File: src/design/mcsrx_pkg.sv
// Constants, state codes and rate tables for the multichip sync pulse path.
// Assumes the core clock is the shared device clock, so one reference clock
// cycle equals one core clock cycle.
package mcsrx_pkg;

  localparam int unsigned CLK_PERIOD_NS = 50;
  localparam int unsigned WAIT_SHORT_NS = 1000;
  localparam int unsigned WAIT_LONG_NS = 100000;
  // Waits are strict minimums, so one cycle beyond the exact figure
  localparam int unsigned WAIT_SHORT_CYC = WAIT_SHORT_NS / CLK_PERIOD_NS + 1;
  localparam int unsigned WAIT_LONG_CYC = WAIT_LONG_NS / CLK_PERIOD_NS + 1;
  localparam int unsigned MIN_PULSE_CYC = 2;
  localparam logic [2:0] PULSE_TOTAL = 3'h6;
  localparam logic [2:0] PULSE_ANALOG = 3'h4;
  localparam logic [2:0] PULSE_SYNTH = 3'h5;
  localparam int unsigned TMR_W = 12;

  // Rate figures: sample rate in Hz, bounds in units of 1/288 MHz
  localparam int unsigned RATE_W = 32;
  localparam logic [RATE_W-1:0] RATE_MAX_HZ = 32'h03a98000;
  localparam logic [31:0] HZ_PER_MHZ = 32'h000f4240;
  localparam logic [15:0] RATE_SCALE = 16'h0120;
  localparam int unsigned NZONE = 14;
  localparam logic [15:0] ZONE_LO [NZONE] = '{16'h3840, 16'h2580, 16'h1c20,
    16'h12c0, 16'h0e10, 16'h0960, 16'h0708, 16'h04b0, 16'h0384, 16'h0258,
    16'h01c2, 16'h012c, 16'h00e1, 16'h0000};
  localparam logic [15:0] ZONE_HI [NZONE] = '{16'h3c00, 16'h2d00, 16'h1e00,
    16'h1680, 16'h0f00, 16'h0b40, 16'h0780, 16'h05a0, 16'h03c0, 16'h02d0,
    16'h01e0, 16'h0140, 16'h00f0, 16'h0006};
  localparam logic [15:0] HP_LIMIT = 16'h3c00;

  // Low-power synthesizer frequencies in kHz
  localparam int unsigned KHZ_W = 23;
  localparam logic [KHZ_W-1:0] LP_FIXED_KHZ = 23'h438000;
  localparam logic [KHZ_W-1:0] LP_MIN_KHZ = 23'h325aa0;
  localparam logic [KHZ_W-1:0] LP_MAX_KHZ = 23'h4c4b40;

  typedef enum logic [2:0] {
    MCSRX_CAL = 3'b000,
    MCSRX_READY = 3'b001,
    MCSRX_TRANS = 3'b010,
    MCSRX_DONE = 3'b011,
    MCSRX_PRIMED = 3'b100
  } mcsrx_dev_st_t;

  typedef enum logic [1:0] {
    MCSRX_SRC_IDLE = 2'b00,
    MCSRX_SRC_HIGH = 2'b01,
    MCSRX_SRC_WAIT = 2'b10
  } mcsrx_src_st_t;

endpackage

File: src/design/mcsrx_link_if.sv
// Link between the sync pulse source and the transceiver end.
// Both ends run on the shared device clock; this carries levels only.
`timescale 1ns/100ps
interface mcsrx_link_if;
  logic sync_pulse;
  logic ready;
  logic done;

  modport dev (
    input sync_pulse,
    output ready,
    output done
  );

  modport src (
    output sync_pulse,
    input ready,
    input done
  );
endinterface

File: src/design/mcsrx_dev.sv
// Transceiver end: samples the sync pulse, counts the six-pulse sequence,
// steers analog and digital divider alignment, and admits sample rates.
// Assumes i_core_clk is the device clock shared with the pulse source.
`timescale 1ns/100ps
module mcsrx_dev (
  input wire logic i_core_clk,
  input wire logic i_resetn,
  mcsrx_link_if.dev link,
  input wire logic i_edge_fall,
  input wire logic i_to_ready,
  input wire logic i_restart,
  input wire logic i_to_primed,
  input wire logic i_rate_valid,
  input wire logic [mcsrx_pkg::RATE_W-1:0] i_rate_hz,
  input wire logic i_lp_tune_en,
  input wire logic [mcsrx_pkg::KHZ_W-1:0] i_lp_tune_khz,
  output logic o_analog_align,
  output logic o_digital_align,
  output logic o_clk_src_synth,
  output logic [2:0] o_pulse_count,
  output logic [2:0] o_state,
  output logic o_rate_done,
  output logic o_rate_ok,
  output logic o_rate_hp_sel,
  output logic [mcsrx_pkg::KHZ_W-1:0] o_lp_freq_khz,
  output logic o_lp_tune_err
);

  typedef struct packed {
    mcsrx_pkg::mcsrx_dev_st_t st;
    logic [2:0] cnt;
    logic [1:0] wid;
    logic samp;
    logic ana;
    logic dig;
    logic src_synth;
    logic rate_done;
    logic rate_ok;
    logic rate_hp;
    logic [mcsrx_pkg::KHZ_W-1:0] lp_khz;
    logic lp_err;
  } mcsrx_dev_s_t;

  mcsrx_dev_s_t s_q;
  mcsrx_dev_s_t s_d;
  logic neg_q;
  logic qual;
  logic [2:0] cnt_nx;
  logic [mcsrx_pkg::NZONE-1:0] in_zone;
  logic [63:0] rate_sc;
  logic rate_in_lim;
  logic rate_above_hp;
  logic lp_in_range;
  logic samp_nx;
  logic cnt_is_analog;
  logic cnt_is_synth;
  logic cnt_is_last;

  // Pulse roles must follow in order and the width counter must reach the minimum
  if (mcsrx_pkg::PULSE_ANALOG == 3'h0 || mcsrx_pkg::PULSE_SYNTH <= mcsrx_pkg::PULSE_ANALOG ||
      mcsrx_pkg::PULSE_TOTAL < mcsrx_pkg::PULSE_SYNTH || mcsrx_pkg::MIN_PULSE_CYC < 1 ||
      mcsrx_pkg::MIN_PULSE_CYC > 3) begin : g_chk
    $error("mcsrx_dev: package constants out of range");
  end

  // Falling-edge capture for the falling-edge sampling option
  // Kept apart from the state record: it is the one flop on the falling edge
  always_ff @(negedge i_core_clk or negedge i_resetn) begin
    if (!i_resetn) begin
      neg_q <= 1'b0;
    end else begin
      neg_q <= link.sync_pulse;
    end
  end

  // Rate scaled to units of 1/288 MHz times one million
  assign rate_sc = 64'(i_rate_hz) * 64'(mcsrx_pkg::RATE_SCALE);

  // Endpoint of the limit counts as admitted; a rate equal to the synthesizer threshold does not set rate_hp
  assign rate_in_lim = (i_rate_hz <= mcsrx_pkg::RATE_MAX_HZ);
  assign rate_above_hp = rate_sc > 64'(mcsrx_pkg::HP_LIMIT) * 64'(mcsrx_pkg::HZ_PER_MHZ);

  // Tuned frequency must lie within the synthesizer span, bounds included
  assign lp_in_range = (i_lp_tune_khz >= mcsrx_pkg::LP_MIN_KHZ) &&
    (i_lp_tune_khz <= mcsrx_pkg::LP_MAX_KHZ);

  // One dead-zone comparator per table entry, open at both ends
  for (genvar z = 0; z < mcsrx_pkg::NZONE; z++) begin : g_zone
    assign in_zone[z] =
      (rate_sc > 64'(mcsrx_pkg::ZONE_LO[z]) * 64'(mcsrx_pkg::HZ_PER_MHZ)) &&
      (rate_sc < 64'(mcsrx_pkg::ZONE_HI[z]) * 64'(mcsrx_pkg::HZ_PER_MHZ));
  end

  // A rise counts once the registered pulse has been high two cycles
  assign qual = s_q.samp && (s_q.wid == 2'(mcsrx_pkg::MIN_PULSE_CYC - 1));
  assign cnt_nx = s_q.cnt + 3'h1;

  // Only the registered copy of the line is used downstream
  assign samp_nx = i_edge_fall ? neg_q : link.sync_pulse;

  // Role of the pulse about to be counted
  assign cnt_is_analog = (cnt_nx <= mcsrx_pkg::PULSE_ANALOG);
  assign cnt_is_synth = (cnt_nx == mcsrx_pkg::PULSE_SYNTH);
  assign cnt_is_last = (cnt_nx == mcsrx_pkg::PULSE_TOTAL);

  always_comb begin
    s_d = s_q;
    s_d.ana = 1'b0;
    s_d.dig = 1'b0;
    s_d.rate_done = 1'b0;
    s_d.samp = samp_nx;
    // Width count saturates so a held line cannot count twice
    if (!s_q.samp) begin
      s_d.wid = 2'h0;
    end else if (s_q.wid != 2'h3) begin
      s_d.wid = s_q.wid + 2'h1;
    end
    case (s_q.st)
      mcsrx_pkg::MCSRX_CAL: begin
        if (i_to_ready) begin
          s_d.st = mcsrx_pkg::MCSRX_READY;
          s_d.cnt = 3'h0;
          s_d.src_synth = 1'b0;
        end
      end
      // A restart outranks a pulse counted in the same cycle
      mcsrx_pkg::MCSRX_READY, mcsrx_pkg::MCSRX_TRANS: begin
        if (i_restart) begin
          s_d.st = mcsrx_pkg::MCSRX_READY;
          s_d.cnt = 3'h0;
          s_d.src_synth = 1'b0;
        end else if (qual) begin
          s_d.cnt = cnt_nx;
          s_d.st = mcsrx_pkg::MCSRX_TRANS;
          if (cnt_is_analog) begin
            s_d.ana = 1'b1;
          end else begin
            s_d.dig = 1'b1;
          end
          if (cnt_is_synth) begin
            s_d.src_synth = 1'b1;
          end
          if (cnt_is_last) begin
            s_d.st = mcsrx_pkg::MCSRX_DONE;
          end
        end
      end
      // Further pulses are ignored here until a restart
      mcsrx_pkg::MCSRX_DONE: begin
        if (i_restart) begin
          s_d.st = mcsrx_pkg::MCSRX_READY;
          s_d.cnt = 3'h0;
          s_d.src_synth = 1'b0;
        end else if (i_to_primed) begin
          s_d.st = mcsrx_pkg::MCSRX_PRIMED;
        end
      end
      mcsrx_pkg::MCSRX_PRIMED: begin
        if (i_to_ready) begin
          s_d.st = mcsrx_pkg::MCSRX_READY;
          s_d.cnt = 3'h0;
          s_d.src_synth = 1'b0;
        end
      end
      default: begin
        s_d.st = mcsrx_pkg::MCSRX_CAL;
      end
    endcase
    if (i_rate_valid) begin
      s_d.rate_done = 1'b1;
      s_d.rate_ok = rate_in_lim && (in_zone == '0);
      s_d.rate_hp = rate_above_hp;
    end
    // Out-of-range tuning keeps the fixed frequency and flags an error
    if (!i_lp_tune_en) begin
      s_d.lp_khz = mcsrx_pkg::LP_FIXED_KHZ;
      s_d.lp_err = 1'b0;
    end else if (!lp_in_range) begin
      s_d.lp_khz = mcsrx_pkg::LP_FIXED_KHZ;
      s_d.lp_err = 1'b1;
    end else begin
      s_d.lp_khz = i_lp_tune_khz;
      s_d.lp_err = 1'b0;
    end
  end

  always_ff @(posedge i_core_clk or negedge i_resetn) begin
    if (!i_resetn) begin
      s_q <= '{st: mcsrx_pkg::MCSRX_CAL, cnt: 3'h0, wid: 2'h0,
        samp: 1'b0, ana: 1'b0, dig: 1'b0, src_synth: 1'b1,
        rate_done: 1'b0, rate_ok: 1'b0, rate_hp: 1'b0,
        lp_khz: mcsrx_pkg::LP_FIXED_KHZ, lp_err: 1'b0};
    end else begin
      s_q <= s_d;
    end
  end

  assign link.ready = (s_q.st == mcsrx_pkg::MCSRX_READY) || (s_q.st == mcsrx_pkg::MCSRX_TRANS);
  assign link.done = (s_q.st == mcsrx_pkg::MCSRX_DONE);
  assign o_analog_align = s_q.ana;
  assign o_digital_align = s_q.dig;
  assign o_clk_src_synth = s_q.src_synth;
  assign o_pulse_count = s_q.cnt;
  assign o_state = s_q.st;
  assign o_rate_done = s_q.rate_done;
  assign o_rate_ok = s_q.rate_ok;
  assign o_rate_hp_sel = s_q.rate_hp;
  assign o_lp_freq_khz = s_q.lp_khz;
  assign o_lp_tune_err = s_q.lp_err;

endmodule

File: src/flat_wrapper.sv
// flat-port wrapper written by rule: the top's interface ports become plain ports
module mcsrx_dev_flat 
  (i_core_clk, i_resetn, i_edge_fall, i_to_ready, i_restart, i_to_primed, i_rate_valid, i_rate_hz, i_lp_tune_en, i_lp_tune_khz, o_analog_align, o_digital_align, o_clk_src_synth, o_pulse_count, o_state, o_rate_done, o_rate_ok, o_rate_hp_sel, o_lp_freq_khz, o_lp_tune_err, link_sync_pulse, link_ready, link_done);
  mcsrx_link_if link_i ();
  input wire logic i_core_clk;
  input wire logic i_resetn;
  input wire logic i_edge_fall;
  input wire logic i_to_ready;
  input wire logic i_restart;
  input wire logic i_to_primed;
  input wire logic i_rate_valid;
  input wire logic [mcsrx_pkg::RATE_W-1:0] i_rate_hz;
  input wire logic i_lp_tune_en;
  input wire logic [mcsrx_pkg::KHZ_W-1:0] i_lp_tune_khz;
  output logic o_analog_align;
  output logic o_digital_align;
  output logic o_clk_src_synth;
  output logic [2:0] o_pulse_count;
  output logic [2:0] o_state;
  output logic o_rate_done;
  output logic o_rate_ok;
  output logic o_rate_hp_sel;
  output logic [mcsrx_pkg::KHZ_W-1:0] o_lp_freq_khz;
  output logic o_lp_tune_err;
  input wire logic [$bits(link_i.sync_pulse)-1:0] link_sync_pulse;
  output wire logic [$bits(link_i.ready)-1:0] link_ready;
  output wire logic [$bits(link_i.done)-1:0] link_done;
  assign link_i.sync_pulse = link_sync_pulse;
  assign link_ready = link_i.ready;
  assign link_done = link_i.done;
  mcsrx_dev u_core (.i_core_clk(i_core_clk), .i_resetn(i_resetn), .link(link_i), .i_edge_fall(i_edge_fall), .i_to_ready(i_to_ready), .i_restart(i_restart), .i_to_primed(i_to_primed), .i_rate_valid(i_rate_valid), .i_rate_hz(i_rate_hz), .i_lp_tune_en(i_lp_tune_en), .i_lp_tune_khz(i_lp_tune_khz), .o_analog_align(o_analog_align), .o_digital_align(o_digital_align), .o_clk_src_synth(o_clk_src_synth), .o_pulse_count(o_pulse_count), .o_state(o_state), .o_rate_done(o_rate_done), .o_rate_ok(o_rate_ok), .o_rate_hp_sel(o_rate_hp_sel), .o_lp_freq_khz(o_lp_freq_khz), .o_lp_tune_err(o_lp_tune_err));
endmodule
File: config.mk
export PLATFORM = sky130hd
export DESIGN_NAME = mcsrx_dev_flat
export DESIGN_NICKNAME = d
export VERILOG_FILES = /design/src/design/mcsrx_pkg.sv /design/src/design/mcsrx_link_if.sv /design/src/design/mcsrx_dev.sv /design/src/flat_wrapper.sv
export SDC_FILE = /design/constraint.sdc
export NUM_CORES = 1
export LEC_CHECK = 0
export ABC_AREA = 1
export BUFFER_PORTS_ARGS = -buffer_cell sky130_fd_sc_hd__clkbuf_2
export CORE_AREA = 3 3 154 156
export CTS_BUF_LIST = sky130_fd_sc_hd__clkbuf_4 sky130_fd_sc_hd__clkbuf_8 sky130_fd_sc_hd__clkbuf_16
export DETAILED_ROUTE_END_ITERATION = 12
export DIE_AREA = 0 0 157 159
export GPL_TIMING_DRIVEN = 0
export REMOVE_ABC_BUFFERS = 1
export SYNTH_ARGS = -nofsm -noshare
export SYNTH_HDL_FRONTEND = slang
export SYNTH_SLANG_ARGS = --single-unit
File: constraint.sdc
create_clock -name i_core_clk -period 2.2 [get_ports i_core_clk]
set_input_delay 0 -clock i_core_clk [delete_from_list [all_inputs] [get_ports i_core_clk]]
set_output_delay 0 -clock i_core_clk [all_outputs]
set_load 0.1 [all_outputs]
Word-level counts from Yosys, hierarchy flattened
Index checks and enable logic that the tools add are counted.
{"block": "totals", "ff_bits": 40, "out_inout_bits": 38}
{"block": "op_classes", "n_reduce_logical": 26, "mul": 1, "n_lt_le_gt_ge": 33, "n_eq_ne": 14, "mux": 25, "add_sub_neg": 2}
{"cell": "greater-than comparator 41 x 34 -> 1 bit, second input constant", "count": 3}
{"cell": "greater-than comparator 41 x 29 -> 1 bit, second input constant", "count": 2}
{"cell": "greater-than comparator 41 x 30 -> 1 bit, second input constant", "count": 2}
{"cell": "greater-than comparator 41 x 31 -> 1 bit, second input constant", "count": 2}
{"cell": "greater-than comparator 41 x 32 -> 1 bit, second input constant", "count": 2}
{"cell": "greater-than comparator 41 x 33 -> 1 bit, second input constant", "count": 2}
{"cell": "< comparator 41 x 29 -> 1 bit, second input constant", "count": 2}
{"cell": "< comparator 41 x 30 -> 1 bit, second input constant", "count": 2}
{"cell": "< comparator 41 x 31 -> 1 bit, second input constant", "count": 2}
{"cell": "< comparator 41 x 32 -> 1 bit, second input constant", "count": 2}
{"cell": "< comparator 41 x 33 -> 1 bit, second input constant", "count": 2}
{"cell": "< comparator 41 x 34 -> 1 bit, second input constant", "count": 2}
{"cell": "2-to-1 mux 24 bit", "count": 2}
{"cell": "greater-than comparator 41 x 1 -> 1 bit, second input constant", "count": 1}
{"cell": "greater-than comparator 41 x 28 -> 1 bit, second input constant", "count": 1}
{"cell": "< comparator 41 x 23 -> 1 bit, second input constant", "count": 1}
{"cell": "< comparator 41 x 28 -> 1 bit, second input constant", "count": 1}
{"cell": "multiplier 32 x 4 -> 36 bit, second input constant", "count": 1}
{"cell": "<= comparator 32 x 26 -> 1 bit, second input constant", "count": 1}
{"cell": "greater-or-equal comparator 23 x 22 -> 1 bit, second input constant", "count": 1}
{"cell": "<= comparator 23 bit, second input constant", "count": 1}
{"cell": "2-to-1 mux 6 bit", "count": 3}
{"cell": "case mux 3 bit (3 select lines)", "count": 2}
{"cell": "logical AND 1 bit", "count": 17}
{"cell": "other kinds (23)", "count": 44}

Longest topological paths before layout
{"block": "depth", "ltp_word": 6, "ltp_mapped": 27}

==> summary.txt <==
GRT
  – Overflow after GRT: 0
  – Initial antenna violation count: 0
  – Global-route wire length before repair: 47200 µm
  – GRT Total Usage: 0.231
  – Largest net degree at the start of global routing: 41
  – Vias in the first global route: 9406

Timing
  – Worst hold margin: 16.4 ps
  – Final Hold Vio Count: 0
  – Final WS setup: -520 ps
  – Worst Tran Pin Value: 872 ps
  – Minimum clock period: 2720 ps
  – Final Cycle Share: 1.24
  – Unrepaired setup endpoints after global routing: yes
  – Slew HR: 0.419
  – Final setup TNS: -846 ps
  – Fmax: 368 MHz
  – Setup Skew: 23.1 ps
  – Fin. max-slew vios: 0
  – Setup violators final: 2

Cells and area
  – Synthesis-to-layout area growth: 42.5%
  – Multi-input gate area: 7580 µm²
  – Filler cells: 2254
  – Sequential cell area: 1010 µm²
  – Final cell count without fillers: 1916
  – Antenna Cells: 0
  – # nets final: 1759
  – Layout cells sized above 1: 0.336

Critical path
  – Crit path kind: input port to flip-flop
  – Crit path launch type: input port
  – CP arrival: 2940 ps
  – R2R Setup Slk: 230 ps
  – Worst path slowest cell: fa_2
  – Family with the most delay on the worst path: simple AND/OR/NAND/NOR gates
  – Buf/Inv on CP: 5
  – Crit path required time: 2420 ps
  – CP Max Fanout: 6
  – Worst R2R Start: u_core.o_state[1]
  – CP Capture Type: flip-flop
  – Worst Setup SP: i_rate_hz[3]
  – FF-to-FF End: u_core.o_clk_src_synth
  – R2R depth: 11
  – Critical path's largest stage delay: 410 ps

Route
  – DRT Pass-1 Iters: 5
  – # DRC: 0
  – Post-DRT Antenna Nets: 0
  – Met1 WL: 13600 µm
  – Top metal layer carrying routed signals: met4
  – WL final: 31100 µm
  – Initial DRC count: 861
  – Routed via count: 10077
  – Per-cell routed wire length: 16.2 µm
  – Routed wl met3: 2310 µm
  – WL met2: 14400 µm
  – Vias/cell: 5.26

Place
  – I/O Buffers: 101
  – HPWL Detailed: 24000 µm
  – GPL Wtd Cong: 0.977
  – Inst Count DP: 1822

Worst hold path
  – Cell count of the worst hold path: 3
  – Worst hold path type: input port to flip-flop
  – Critical hold path startpoint: i_lp_tune_khz[12]
  – Hold endpoint: u_core.o_lp_freq_khz[12]

Logic synthesis
  – Synth warnings: 0
  – Post-Syn Instances: 1470
  – Synth Register Bits: 40
  – EDFF count, synth: 0
  – Mapped cell area: 7870 µm²
  – Ys flop type: dfrtp_1
  – Avg Synthesized Cell Area: 5.35 µm²
  – Post-synthesis sequential area ratio: 0.128
  – Yosys cell types: 46
  – Async S/R FF share, synth: 1.00

Die
  – Initial Util: 0.350
  – Die X: 157 µm
  – Core area: 22500 µm²
  – # IOs: 102
  – Rows: 55
  – Die Ht: 159 µm
  – Die area: 25000 µm²

Clocking
  – Clock latency on the worst-skew pair: 300 ps
  – Num CTS Buffers: 5
  – CTS tree: built
  – CTS sink cnt: 40
  – H-tree depth: 2
  – Root Buffer: clkbuf_16
  – Clk slew on worst S/H paths: 60 ps
  – CTS Buffer Depth: 2

Power and ir drop
  – Worst VDD drop: 0.627 mV
  – Leakage: 5.49 nW
  – Power density cells: 626 nW/µm²

Run status
  – Status: finished, violations left
  – Failing checks: setup timing

Run
  – Max-cap violations: 0
layer usage:
metal,track usage,vias up
met4,0.0541,0
met2,0.379,407
met1,0.320,4633
met5,0,-
met3,0.0302,49
li1,-,4988
flip-flops by register name, summed over array words and instances, names as in the netlist:
register                count
u_core.o_rate_done          1
u_core.o_rate_hp_sel        1
u_core.o_lp_tune_err        1
u_core.o_lp_freq_khz       23
u_core.o_clk_src_synth      1
u_core.s_q                  3
u_core.o_digital_align      1
u_core.o_state              3
u_core.o_pulse_count        3
u_core.o_rate_ok            1
u_core.o_analog_align       1
u_core.neg_q                1
final cells by class:
type | count | share of cell area
Clock buffer | 7 | 0.0130
Clock inverter | 1 | 0.000669
Inverter | 226 | 0.0780
Multi-Input combinational cell | 1171 | 0.675
Sequential cell | 40 | 0.0898
Tap cell | 285 | 0.0318
Timing Repair Buffer | 186 | 0.111
synth_stat cells (5+ instances only):
cell type  number  share of area
o21ai_1        11         0.0070
nand2_1       488           0.23
o21ai_0        24          0.015
inv_1         198          0.094
buf_4          29          0.028
nor3_1         28          0.018
a21oi_1        46          0.029
dfrtp_1        34           0.11
nand2_2        37          0.029
nand4_1        47          0.037
and2_1          5         0.0040
inv_2          25          0.012
nor2_2         16          0.013
dfstp_2         5          0.017
nor2_1        215           0.10
nand3_1       134          0.085
nand3b_1        8         0.0076
ha_1           64           0.10
nor4_1          9         0.0072
report_power, final:
group          switching (mW)  internal [mW]
logic                    3.76           1.65
registers              0.0607          0.826
clock network           0.267          0.463
cell families (layout without fill, tap and decap cells):
kind of cell               count (synthesis)  count (layout)  share of synthesized area
DFF                                       40              40                      0.128
buffers and inverters                    260             420                      0.139
xor gates and xnor gates                   1               1                    0.00111
adders and majority gates                 65              65                      0.104
muxes                                      1               1                    0.00143
and+or+nand+nor                         1004            1005                      0.557
AOI/OAI and AO/OA                         99              99                     0.0691
timing repair:
| action | CTS | global route |
|---|---|---|
| endpoints found under the hold margin | 55 | 0 |
| hold buffers | 22 | 0 |
| cloned | 1 | 0 |
| pin swaps | 67 | 81 |
| buffers inserted | 42 | 21 |
| gates resized for setup | 220 | 212 |
| setup endpoints to repair | 2 | 17 |
cells in the final DEF (no fill, tap or decap), drive strengths merged, types with 32 or more instances in the layout:
cell    count
buf        66
nor3       32
o21ai      36
clkbuf    105
dfrtp      34
nand2     528
a21oi      47
nor2      235
nand4      47
ha         64
inv       222
nand3     136
worst reg2reg max path: cells and delay by family, from the launching register on:
kind,cells,cell delay [ps]
AND/OR/NAND/NOR,5,650
buffers and inverters,1,110
AO/OA/AOI/OAI,5,740
flip-flops,1,420
stage by stage:
stage | utilization | instance area, µm² | setup WS, ps | power [mW]
finish | 0.499 | 11200 | -520 | 7.03
floorplan | - | 7620 | -819 | 3.81
global route | 0.499 | 11200 | -647 | 7.50
CTS | 0.449 | 10100 | -459 | 6.32
global placement | 0.377 | 8490 | -1520 | 4.81
detailed placement | 0.377 | 8490 | -1520 | 4.80
worst max-delay path by stage:
stage                        endpoint  slack [ps]  depth (start not counted)
finish               u_core.o_rate_ok        -520                         26
global placement     u_core.o_rate_ok       -1520                         20
detailed placement   u_core.o_rate_ok       -1520                         20
floorplan           u_core.o_state[0]        -820                          6
CTS                  u_core.o_rate_ok        -460                         24
global route         u_core.o_rate_ok        -650                         23
No activity file was read; power rests on OpenSTA's default activity.
